--- src/hw/ssp_defines.svh ---
// Purpose: Offsets, field positions, reset values and selector codes of the
//          status pin source select block.
// Assumes: Byte addresses on a 32-bit APB bus, one register per word.
// Notes:   Definitions only.
`ifndef SSP_DEFINES_SVH
`define SSP_DEFINES_SVH

// Register byte offsets
`define SSP_OFS_CTRL          8'h1c
`define SSP_OFS_OBS           8'h20

// Control register fields
`define SSP_SEL_MSB           7
`define SSP_SEL_LSB           4
`define SSP_POL_BIT           3
`define SSP_SEL_RST           4'h2
`define SSP_POL_RST           1'h1

// Observation register fields
`define SSP_OBS_PIN_BIT       0
`define SSP_OBS_RAW_BIT       1
`define SSP_OBS_TEST_BIT      2
`define SSP_OBS_RSVD_BIT      3

// Selector codes
`define SSP_CODE_PRI_LOSS     4'h0
`define SSP_CODE_SEC_LOSS     4'h1
`define SSP_CODE_LOCK_LOSS    4'h2
`define SSP_CODE_R_DIV2       4'h3
`define SSP_CODE_N_DIV2       4'h4
`define SSP_CODE_VCO_CAL      4'h8
`define SSP_CODE_IRQ          4'ha
`define SSP_CODE_M_DIV2       4'hb
`define SSP_CODE_EEPROM       4'hd
`define SSP_CODE_SWITCH_BACK  4'he

`endif

--- src/hw/ssp_pkg.sv ---
// Purpose: Types shared by the status pin source select block.
// Assumes: Constants live in ssp_defines.svh.
// Notes:   Types only.
package ssp_pkg;

   // APB request as seen by the slave
   typedef struct packed {
      logic        psel;
      logic        penable;
      logic        pwrite;
      logic [7:0]  paddr;
      logic [31:0] pwdata;
      logic [3:0]  pstrb;
   } ssp_apb_req_t;

   // APB answer
   typedef struct packed {
      logic        pready;
      logic        pslverr;
      logic [31:0] prdata;
   } ssp_apb_rsp_t;

   // Internal conditions that may be shown on the pin
   typedef struct packed {
      logic       pri_loss;
      logic       sec_loss;
      logic       lock_loss;
      logic       vco_cal;
      logic [7:0] irq_flags;
      logic       eeprom_busy;
      logic       switch_back;
   } ssp_cond_t;

   // Divider inputs: R, N and M in bits 0, 1 and 2
   typedef struct packed {
      logic [2:0] level;
      logic [2:0] bypass;
   } ssp_div_t;

   // State of the half rate divider
   typedef struct packed {
      logic prev;
      logic q;
   } ssp_half_t;

   // State of the top module
   typedef struct packed {
      logic [3:0]   sel;
      logic         pol;
      ssp_apb_rsp_t rsp;
      logic         pin;
      logic         raw;
      logic         test;
   } ssp_state_t;

endpackage

--- src/hw/ssp_status_pin_select.sv ---
// Purpose: Control register and source multiplexer of the second status pin.
// Assumes: All condition inputs are synchronous to clk; APB master obeys the
//          protocol; test logic drives test_claim and test_level.
// Notes:   One extra cycle from a condition or test change to the pin, two from a divider edge.
//
// Function
// - A 4-bit selector in bits 7:4 of the control register picks the pin source and resets to 0x2.
// - Code 0x0 shows primary reference signal loss and code 0x1 secondary reference signal loss.
// - Code 0x2 shows PLL lock loss.
// - Code 0x3 shows the R divider output halved, meaningful only when R is not bypassed.
// - Code 0x4 shows the N divider output halved.
// - Code 0xB shows the M divider output halved, valid only when M is not bypassed.
// - Code 0x8 shows VCO calibration in progress.
// - Code 0xA shows the interrupt summary, 0xD EEPROM activity, 0xE automatic switch back.
// - Bit 3 resets to one and makes the pin active high when set, active low when clear.
// - A test claim of the pin overrides the selector and the polarity.
// - The interrupt summary is derived from the interrupt flag register bits.
//
// Chosen here: register access over APB.
`timescale 1ns/1ps
`default_nettype none
`include "ssp_defines.svh"

module ssp_status_pin_select
   import ssp_pkg::*;
#(
   parameter int N_DIV = 3
)
(
   // Clock and reset
   input  wire logic          clk,
   input  wire logic          rst,
   // APB slave
   input  wire logic          psel,
   input  wire logic          penable,
   input  wire logic          pwrite,
   input  wire logic [7:0]    paddr,
   input  wire logic [31:0]   pwdata,
   input  wire logic [3:0]    pstrb,
   output logic               pready,
   output logic               pslverr,
   output logic [31:0]        prdata,
   // Conditions
   input  wire logic          pri_signal_loss_flag,
   input  wire logic          sec_signal_loss_flag,
   input  wire logic          lock_loss_flag,
   input  wire logic          vco_cal_active,
   input  wire logic [7:0]    irq_flag_bits,
   input  wire logic          eeprom_active,
   input  wire logic          switch_back_event,
   // Divider outputs, R N M order
   input  wire logic [N_DIV-1:0] div_level,
   input  wire logic [N_DIV-1:0] div_bypass,
   // Test override
   input  wire logic          test_claim,
   input  wire logic          test_level,
   // Pin
   output logic               second_status_pin
);

   ssp_apb_req_t req;
   ssp_cond_t    cond;
   ssp_div_t     divs;
   ssp_state_t   st_ff;
   ssp_state_t   nxt_st;
   logic [N_DIV-1:0] half_q;
   logic         interrupt_summary;
   logic         src_raw;
   logic         src_rsvd;
   logic         pin_level;
   logic         hit_ctrl;
   logic         hit_obs;
   logic [31:0]  rd_word;

   // Bundle the ports into carriers
   always_comb begin
      req.psel    = psel;
      req.penable = penable;
      req.pwrite  = pwrite;
      req.paddr   = paddr;
      req.pwdata  = pwdata;
      req.pstrb   = pstrb;
   end

   always_comb begin
      cond.pri_loss    = pri_signal_loss_flag;
      cond.sec_loss    = sec_signal_loss_flag;
      cond.lock_loss   = lock_loss_flag;
      cond.vco_cal     = vco_cal_active;
      cond.irq_flags   = irq_flag_bits;
      cond.eeprom_busy = eeprom_active;
      cond.switch_back = switch_back_event;
   end

   always_comb begin
      divs.level  = div_level[2:0];
      divs.bypass = div_bypass[2:0];
   end

   // One halving stage per divider
   genvar gi;
   generate
      for (gi = 0; gi < N_DIV; gi++) begin : g_half
         ssp_half_rate u_half (
            .clk        (clk),
            .rst        (rst),
            .div_level  (divs.level[gi]),
            .div_bypass (divs.bypass[gi]),
            .half_q     (half_q[gi])
         );
      end
   endgenerate

   // Any pending interrupt flag raises the summary
   assign interrupt_summary = |cond.irq_flags;

   // Source multiplexer, active high before polarity
   always_comb begin
      src_raw  = 1'b0;
      src_rsvd = 1'b0;
      case (st_ff.sel)
         `SSP_CODE_PRI_LOSS:    src_raw = cond.pri_loss;
         `SSP_CODE_SEC_LOSS:    src_raw = cond.sec_loss;
         `SSP_CODE_LOCK_LOSS:   src_raw = cond.lock_loss;
         `SSP_CODE_R_DIV2:      src_raw = half_q[0];
         `SSP_CODE_N_DIV2:      src_raw = half_q[1];
         `SSP_CODE_VCO_CAL:     src_raw = cond.vco_cal;
         `SSP_CODE_IRQ:         src_raw = interrupt_summary;
         `SSP_CODE_M_DIV2:      src_raw = half_q[2];
         `SSP_CODE_EEPROM:      src_raw = cond.eeprom_busy;
         `SSP_CODE_SWITCH_BACK: src_raw = cond.switch_back;
         default: begin
            // Reserved codes stay inactive rather than float
            src_raw  = 1'b0;
            src_rsvd = 1'b1;
         end
      endcase
   end

   // Polarity, then the test claim on top of everything
   always_comb begin
      if (test_claim) begin
         pin_level = test_level;
      end else if (st_ff.pol) begin
         pin_level = src_raw;
      end else begin
         pin_level = !src_raw;
      end
   end

   // Address decode and read word
   assign hit_ctrl = (req.paddr == `SSP_OFS_CTRL);
   assign hit_obs  = (req.paddr == `SSP_OFS_OBS);

   always_comb begin
      rd_word = 32'h0000_0000;
      if (hit_ctrl) begin
         rd_word[`SSP_SEL_MSB:`SSP_SEL_LSB] = st_ff.sel;
         rd_word[`SSP_POL_BIT]              = st_ff.pol;
      end else if (hit_obs) begin
         rd_word[`SSP_OBS_PIN_BIT]  = st_ff.pin;
         rd_word[`SSP_OBS_RAW_BIT]  = st_ff.raw;
         rd_word[`SSP_OBS_TEST_BIT] = st_ff.test;
         rd_word[`SSP_OBS_RSVD_BIT] = src_rsvd;
      end
   end

   // Next state
   always_comb begin
      nxt_st      = st_ff;
      nxt_st.pin  = pin_level;
      nxt_st.raw  = src_raw;
      nxt_st.test = test_claim;
      // Answer is prepared in the setup cycle so pready is registered
      // and the access phase always lasts exactly one cycle
      if (req.psel && !req.penable) begin
         nxt_st.rsp.pready  = 1'b1;
         nxt_st.rsp.pslverr = !(hit_ctrl || hit_obs);
         nxt_st.rsp.prdata  = req.pwrite ? 32'h0000_0000 : rd_word;
      end else begin
         nxt_st.rsp.pready  = 1'b0;
         nxt_st.rsp.pslverr = 1'b0;
         nxt_st.rsp.prdata  = 32'h0000_0000;
      end
      // Write takes effect at the access edge; only the low lane matters
      if (req.psel && req.penable && st_ff.rsp.pready && req.pwrite &&
          hit_ctrl && req.pstrb[0]) begin
         nxt_st.sel = req.pwdata[`SSP_SEL_MSB:`SSP_SEL_LSB];
         nxt_st.pol = req.pwdata[`SSP_POL_BIT];
      end
   end

   always_ff @(posedge clk or posedge rst) begin
      if (rst) begin
         st_ff      <= '0;
         st_ff.sel  <= `SSP_SEL_RST;
         st_ff.pol  <= `SSP_POL_RST;
         // Reset default shows lock loss inactive at active high polarity
         st_ff.pin  <= 1'b0;
      end else begin
         st_ff <= nxt_st;
      end
   end

   assign pready            = st_ff.rsp.pready;
   assign pslverr           = st_ff.rsp.pslverr;
   assign prdata            = st_ff.rsp.prdata;
   assign second_status_pin = st_ff.pin;

endmodule

`default_nettype wire

--- src/hw/ssp_half_rate.sv ---
// Purpose: Divides a divider output by two for display on the status pin.
// Assumes: div_level is synchronous to clk and slower than clk / 2.
// Notes:   Output is held low while the divider is bypassed.
`timescale 1ns/1ps
`default_nettype none

module ssp_half_rate
   import ssp_pkg::*;
(
   // Clock and reset
   input  wire logic clk,
   input  wire logic rst,
   // Divider
   input  wire logic div_level,
   input  wire logic div_bypass,
   // Result
   output logic      half_q
);

   ssp_half_t st_ff;
   ssp_half_t nxt_st;

   always_comb begin
      nxt_st      = st_ff;
      nxt_st.prev = div_level;
      if (div_bypass) begin
         // Bypassed divider gives no meaningful edge to halve
         nxt_st.q = 1'b0;
      end else if (div_level && !st_ff.prev) begin
         nxt_st.q = !st_ff.q;
      end
   end

   always_ff @(posedge clk or posedge rst) begin
      if (rst) begin
         st_ff <= '0;
      end else begin
         st_ff <= nxt_st;
      end
   end

   assign half_q = st_ff.q;

endmodule

`default_nettype wire

--- config.mk ---
export PLATFORM = sky130hd
export DESIGN_NAME = ssp_status_pin_select
export DESIGN_NICKNAME = d
export VERILOG_FILES = /design/src/hw/ssp_pkg.sv /design/src/hw/ssp_status_pin_select.sv /design/src/hw/ssp_half_rate.sv
export VERILOG_INCLUDE_DIRS = /design/src /design/src/hw
export SDC_FILE = /design/constraint.sdc
export NUM_CORES = 1
export LEC_CHECK = 0
export ABC_AREA = 1
export BUFFER_PORTS_ARGS = -buffer_cell sky130_fd_sc_hd__buf_2
export CORE_ASPECT_RATIO = 0.9
export CORE_MARGIN = 2
export CORE_UTILIZATION = 42
export CTS_CLUSTER_DIAMETER = 150
export DETAILED_ROUTE_END_ITERATION = 10
export PLACE_DENSITY = 0.85
export SYNTH_ARGS = -nofsm -noshare
export SYNTH_HDL_FRONTEND = slang
export SYNTH_SLANG_ARGS = --single-unit
--- constraint.sdc ---
create_clock -name clk -period 3.3 [get_ports clk]
set_clock_uncertainty 0.2 [all_clocks]
set_input_delay 0.165 -clock clk [delete_from_list [all_inputs] [get_ports clk]]
set_output_delay 0.165 -clock clk [all_outputs]
set_load 0.02 [all_outputs]
==> results.tsv, run 1 <==
metric	value	unit
Worst Setup EP	pslverr	
DRT Wirelength	2.75	mm
setup TNS	0	ps
CP top delay family	buffers and inverters	
Synth-to-Final Area Change	30.3	%
Crit Path Class	in2reg	
antenna viol nets, final	0	
Die Area	3660	sq um
final hold vios	0	
Skew-Pair Late Insertion Delay	310	ps
CP endpoint kind	flop	
Crit Reg-Reg Startpoint	st_ff[39]	
Longest Clk Path Bufs	2	
mux cell area share after synthesis	0	%
vias	1181	
Critical Path RT	3360	ps
Sink Count	24	
largest family of logic cells by synthesized area	simple AND/OR/NAND/NOR gates	
Worst-Margin Slew	848	ps
Wirelength per Cell	10.2	um
layout cells sized above 1	29.1	%
total CTS buffers	3	
synth warn	0	
CTS Root Cell	clkbuf_4	
register area share after synthesis	45.0	%
Syn Area/Cell	8.33	sq um
vias per cell	4.39	
period utilisation layout	68.6	%
largest net degree at the start of global routing	25	
library cells used by synthesis	23	
routability cong.	0.828	
drt initial violations	52	
crit-path max cell delay	580	ps
total congestion overflow	0	
I/O pin cnt	106	
max_slew headroom	43.4	%
initial antenna violation count	0	
most common cell after layout, fill and taps aside	buf_2	
post-DP HPWL	1.90	mm
Tightest Hold Check Type	in2reg	
WP data arrival	2320	ps
first-pass iteration count of the detailed router	4	
PD cells	348	nW/um^2
max_cap viols	0	
Post-Synth Adder-Cell Area	0	%
Initial Util	44.1	%
R2R depth	6	
Simple-Gate Fraction of Synth Area	26.4	%
DIE HEIGHT	57.6	um
Post-Synthesis Cells	161	
Final Cell Area	1750	sq um
Synth Area in Compound Gates	4.66	%
Fillers	288	
DRC viols	0	
slowest stage cell, crit path	dlygate4sd3_1	
FF+latch count, synth	24	
status	completed	
final number of setup-violating endpoints	0	
clock transition at the registers of the reported paths	130	ps
placed instance area	1500	sq um
Synth Cell Area	1340	sq um
most frequent cells in the layout	buf_2, conb_1, nand2_1, dfrtp_1	
CTS tree	done	
xor/xnor cell area share of the yosys netlist	0.653	%
Worst Setup Start Kind	input pin	
first-pass GRT wire length	4.55	mm
r2r endpoint	prdata[3]	
vias in the first global route	1083	
Post CTS Setup Buffer Count	0	
Critical Path Fanout Max	2	
Final Net Count	299	
die width	63.6	um
P_leak	0.00101	uW
CTS H-tree depth	1	
FP Rows	19	
floorplan core area	3040	sq um
ANT cells	0	
Max Transition Viols Final	0	
crit path buf inv count	5	
hold-critical path depth	4	
maximum VDD drop	0.177	mV
crit-path cells	dlygate4sd3_1 -> buf_2 -> nor2_1 -> dlygate4sd3_1 -> inv_1 -> nor3_1 -> dlygate4sd3_1	
Worst Setup SP	penable	
most used cell, CP	dlygate4sd3_1	
FMAX	442	MHz
gr usage total	15.8	%
# port buffers	51	
reg-to-reg setup timing slack	1720	ps
Critical Path Stages	7	
min Tclk post-route	2260	ps
RSZ-0062 raised after global routing	false	
## flip-flops by register name, indices dropped and copies added (netlist names)
signal                flops
g_half.u_half.half_q      3
g_half.u_half.st_ff       3
prdata                    8
pready                    1
pslverr                   1
second_status_pin         1
st_ff                     7
## layer usage
layer	part of all wire, %	track usage, %
met4	3.3	8.39
met1	41	18.8
met3	6.0	2.91
met2	50	27.5
met5	0	0
## how the worst min path moves through the flow
stage            startpoint                         to  slack [ps]
6_report           paddr[2]                  prdata[3]          20
5_1_grt            paddr[2]                  prdata[3]          20
4_1_cts            paddr[2]                  prdata[3]           7
3_5_place_dp   div_level[0]  g_half[0].u_half.st_ff[1]         100
3_3_place_gp   div_level[1]  g_half[1].u_half.st_ff[1]          90
2_1_floorplan           rst    g_half[0].u_half.half_q         -20
## logic make-up (layout without fill, tap and decap cells)
kind of cell / Yosys count / after routing
DFF: 24 / 24
xor gates and xnor gates: 1 / 1
other: 1 / 24
AOI/OAI and AO/OA: 12 / 12
buffers and inverters: 50 / 93
and+or+nand+nor: 73 / 73
## cell type report
class,instances,area [sq um],area share (%)
inverters,18,68.8,3.94
clock buffers,3,22.5,1.29
flip-flops and latches,24,603,34.5
well taps,42,52.6,3.01
multi-input cells,110,515,29.5
repair buffers,71,455,26.1
clock inverters,1,30.0,1.72
## Yosys cell counts (all sizes together)
cell type	n	area share [%]
conb	1	0.28
o21ai	1	0.37
and3	3	1.4
nand3b	1	1.5
clkinv	1	0.37
xnor2	1	0.65
inv	17	4.8
nor3	9	3.7
nor2	21	6.1
nand3	13	5.2
dfstp	2	3.9
nand2	23	6.6
nand4	2	0.93
buf	32	18
o211ai	1	0.56
nor4	1	0.93
a21oi	10	3.7
dfrtp	22	41
## worst register-to-register path: stages, from the launching register on
cell	delay, ps
dfstp_2	620
inv_2	80
nand2_1	90
nand2_1	60
xnor2_1	150
o211ai_1	130
a21oi_1	180
## repair_timing
action                                  4_1_cts  5_1_grt
resized for setup                             0        0
endpoints found under the setup margin        0        0
hold buffers                                 20        0
hold endpoints to repair                     41        0
## power breakdown
part           total, uW  switching, uW  internal [uW]  leakage (uW)
Combinational       94.2           54.5           39.7      0.000686
Sequential           305           4.09            301      0.000298
Clock                209           85.8            123     0.0000279
Total                608            144            464       0.00101
## stage by stage
step / total power [uW] / utilization, % / setup WS [ps] / std cells / hold WS [ps]
finish: 608 / 57.4 / 1040 / 269 / 17.1
global route: 630 / 57.4 / 948 / 269 / 17.7
CTS: 610 / 57.4 / 1110 / 269 / 7.13
detailed placement: 386 / 49.1 / 1750 / 245 / 101
global placement: 385 / 49.1 / 1790 / 245 / 94.2
floorplan: 377 / - / 1870 / 184 / -21.9
(Power assumes the default switching activity.)
==> inputs of run 2 (changes only) <==
Settings changed: CORE_UTILIZATION 42 to 35, PLACE_DENSITY 0.85 to 0.75.
Clock period 3.3 ns to 1.84 ns, I/O delays scaled along.
==> run 2 against run 1 <==
Sequential share of layout area grew 0.17 points. Via count decreased by 3.0%. Non-clock buffer count did not move. Die area is 19% higher. Sequential cell count unchanged. Sequential power up 79%. Worst setup slack worse by 770 ps. Design area is 0.50% lower. Wire length decreased by 4.1%. Cell count increased by 1.1%. Combinational power increased by 79%. Clock power grew 40%.
==> results.tsv, run 2 (synthesized netlist as in run 1, its figures left out) <==
metric	value	unit	change
status	completed		
max_cap viols	0		unchanged
Crit Reg-Reg Startpoint	st_ff[39]		
vias in the first global route	1017		-6.1%
Skew-Pair Late Insertion Delay	250	ps	-60 ps
total congestion overflow	0		unchanged
FMAX	635	MHz	
DIE HEIGHT	62.7	um	+8.9%
CTS H-tree depth	1		unchanged
post-CTS sizing	0		unchanged
setup TNS	0	ps	unchanged
total CTS buffers	3		unchanged
vias per cell	4.21		-4.0%
Initial Util	36.2	%	-7.9 points
first-pass iteration count of the detailed router	4		unchanged
gr usage total	11.9	%	-3.9 points
largest net degree at the start of global routing	15		-40%
final total power	1010	uW	+66%
post-DP HPWL	2.06	mm	+8.7%
Worst Setup Start Kind	input pin		
Final WS setup	265	ps	-770 ps
hold_sp	paddr[5]		
RSZ-0062 raised after global routing	false		
CTS tree	done		
CP endpoint kind	flop		
routability cong.	0.815		-1.5%
initial antenna violation count	0		unchanged
P_leak	0.00100	uW	-1.1%
first-pass GRT wire length	4.20	mm	-7.7%
Place WS	299	ps	-1450 ps
# port buffers	51		unchanged
DRC viols	0		unchanged
Post CTS Setup Buffer Count	0		unchanged
layout cells sized above 1	29.2	%	+0.13 points
floorplan core area	3700	sq um	+22%
most common cell after layout, fill and taps aside	buf_2		
ANT cells	0		unchanged
FP Rows	21		+2
drt initial violations	58		+12%
die width	69.3	um	+8.9%
most frequent cells in the layout	buf_2, conb_1, nand2_1, dfrtp_1, nor2_1		
max FFs per register	8		unchanged
maximum VDD drop	0.221	mV	+25%
Longest Clk Path Bufs	2		unchanged
WP data arrival	1520	ps	-800 ps
Layout Utilization	46.9	%	-10 points
final number of setup-violating endpoints	0		unchanged
clock transition at the registers of the reported paths	80	ps	-50 ps
Tightest Hold Check Type	in2reg		
Synth-to-Final Area Change	29.7	%	
Wirelength per Cell	9.70	um	-5.2%
Die Area	4340	sq um	+19%
vias	1146		-3.0%
Hold Buf Count CTS	19		-5.0%
Crit Path Class	in2reg		
antenna viol nets, final	0		unchanged
DRT Wirelength	2.64	mm	-4.1%
PD cells	580	nW/um^2	+67%
Sink Count	24		unchanged
I/O pin cnt	106		unchanged
period utilisation layout	85.6	%	
Max Transition Viols Final	0		unchanged
Critical Path RT	1790	ps	-1570 ps
Final Net Count	299		unchanged
CTS Root Cell	clkbuf_8		
min Tclk post-route	1570	ps	
hold slack	25.7	ps	+8.58 ps
final hold vios	0		unchanged
Worst Setup SP	paddr[2]		
Critical Path Fanout Max	10		+8
## run 2: cell types whose count changed in the layout (fill, tap and decap cells not counted), sizes merged
cell / before / now
buf: 51 / 52
dlygate4sd3: 20 / 19
bufinv: 1 / 0
## run 2: final timing paths
path                            slack, ps                      end  cells after the start
worst max-delay path                  270                st_ff[38]                      9
worst max register to register        290                prdata[3]                      6
min in group asynchronous             160  g_half[0].u_half.half_q                      3
worst min register to register        290                prdata[2]                      2
worst min-delay path                   30                prdata[6]                      4
max in group asynchronous             680                st_ff[39]                      4
## run 2: power by group
part,leakage [uW],internal [uW],switching (uW)
Combinational,0.000681,72.4,96.4
Clock,0.0000216,146,147
Sequential,0.000298,540,6.99
## run 2: critical path: stages
cell	delay (ps)
dlygate4sd3_1	530
buf_2	120
nand2_1	60
nor3_2	120
nand3_2	190
clkinv_2	120
nand3b_4	130
nor2_1	120
a21oi_1	40
## run 2: cell type report
type	count	area, sq um
multi-input cells	110	515
well taps	46	57.6
inverters	18	68.8
repair buffers	71	453
clock buffers	3	41.3
flip-flops and latches	24	603
fillers	359	1970
## run 2: through the flow
stage / cells / instance area [sq um]
floorplan: 184 / 1430
global placement: 250 / 1510
detailed placement: 250 / 1510
CTS: 272 / 1740
global route: 272 / 1740
finish: 272 / 1740
## run 2: routing by layer
layer  up-vias  global-route usage, %  wire, um
met5         -                      0         0
met4         0                   5.15        27
met3         2                   1.61       180
met2        51                   20.7      1330
met1       507                   14.7      1100
li1        586                      -         -
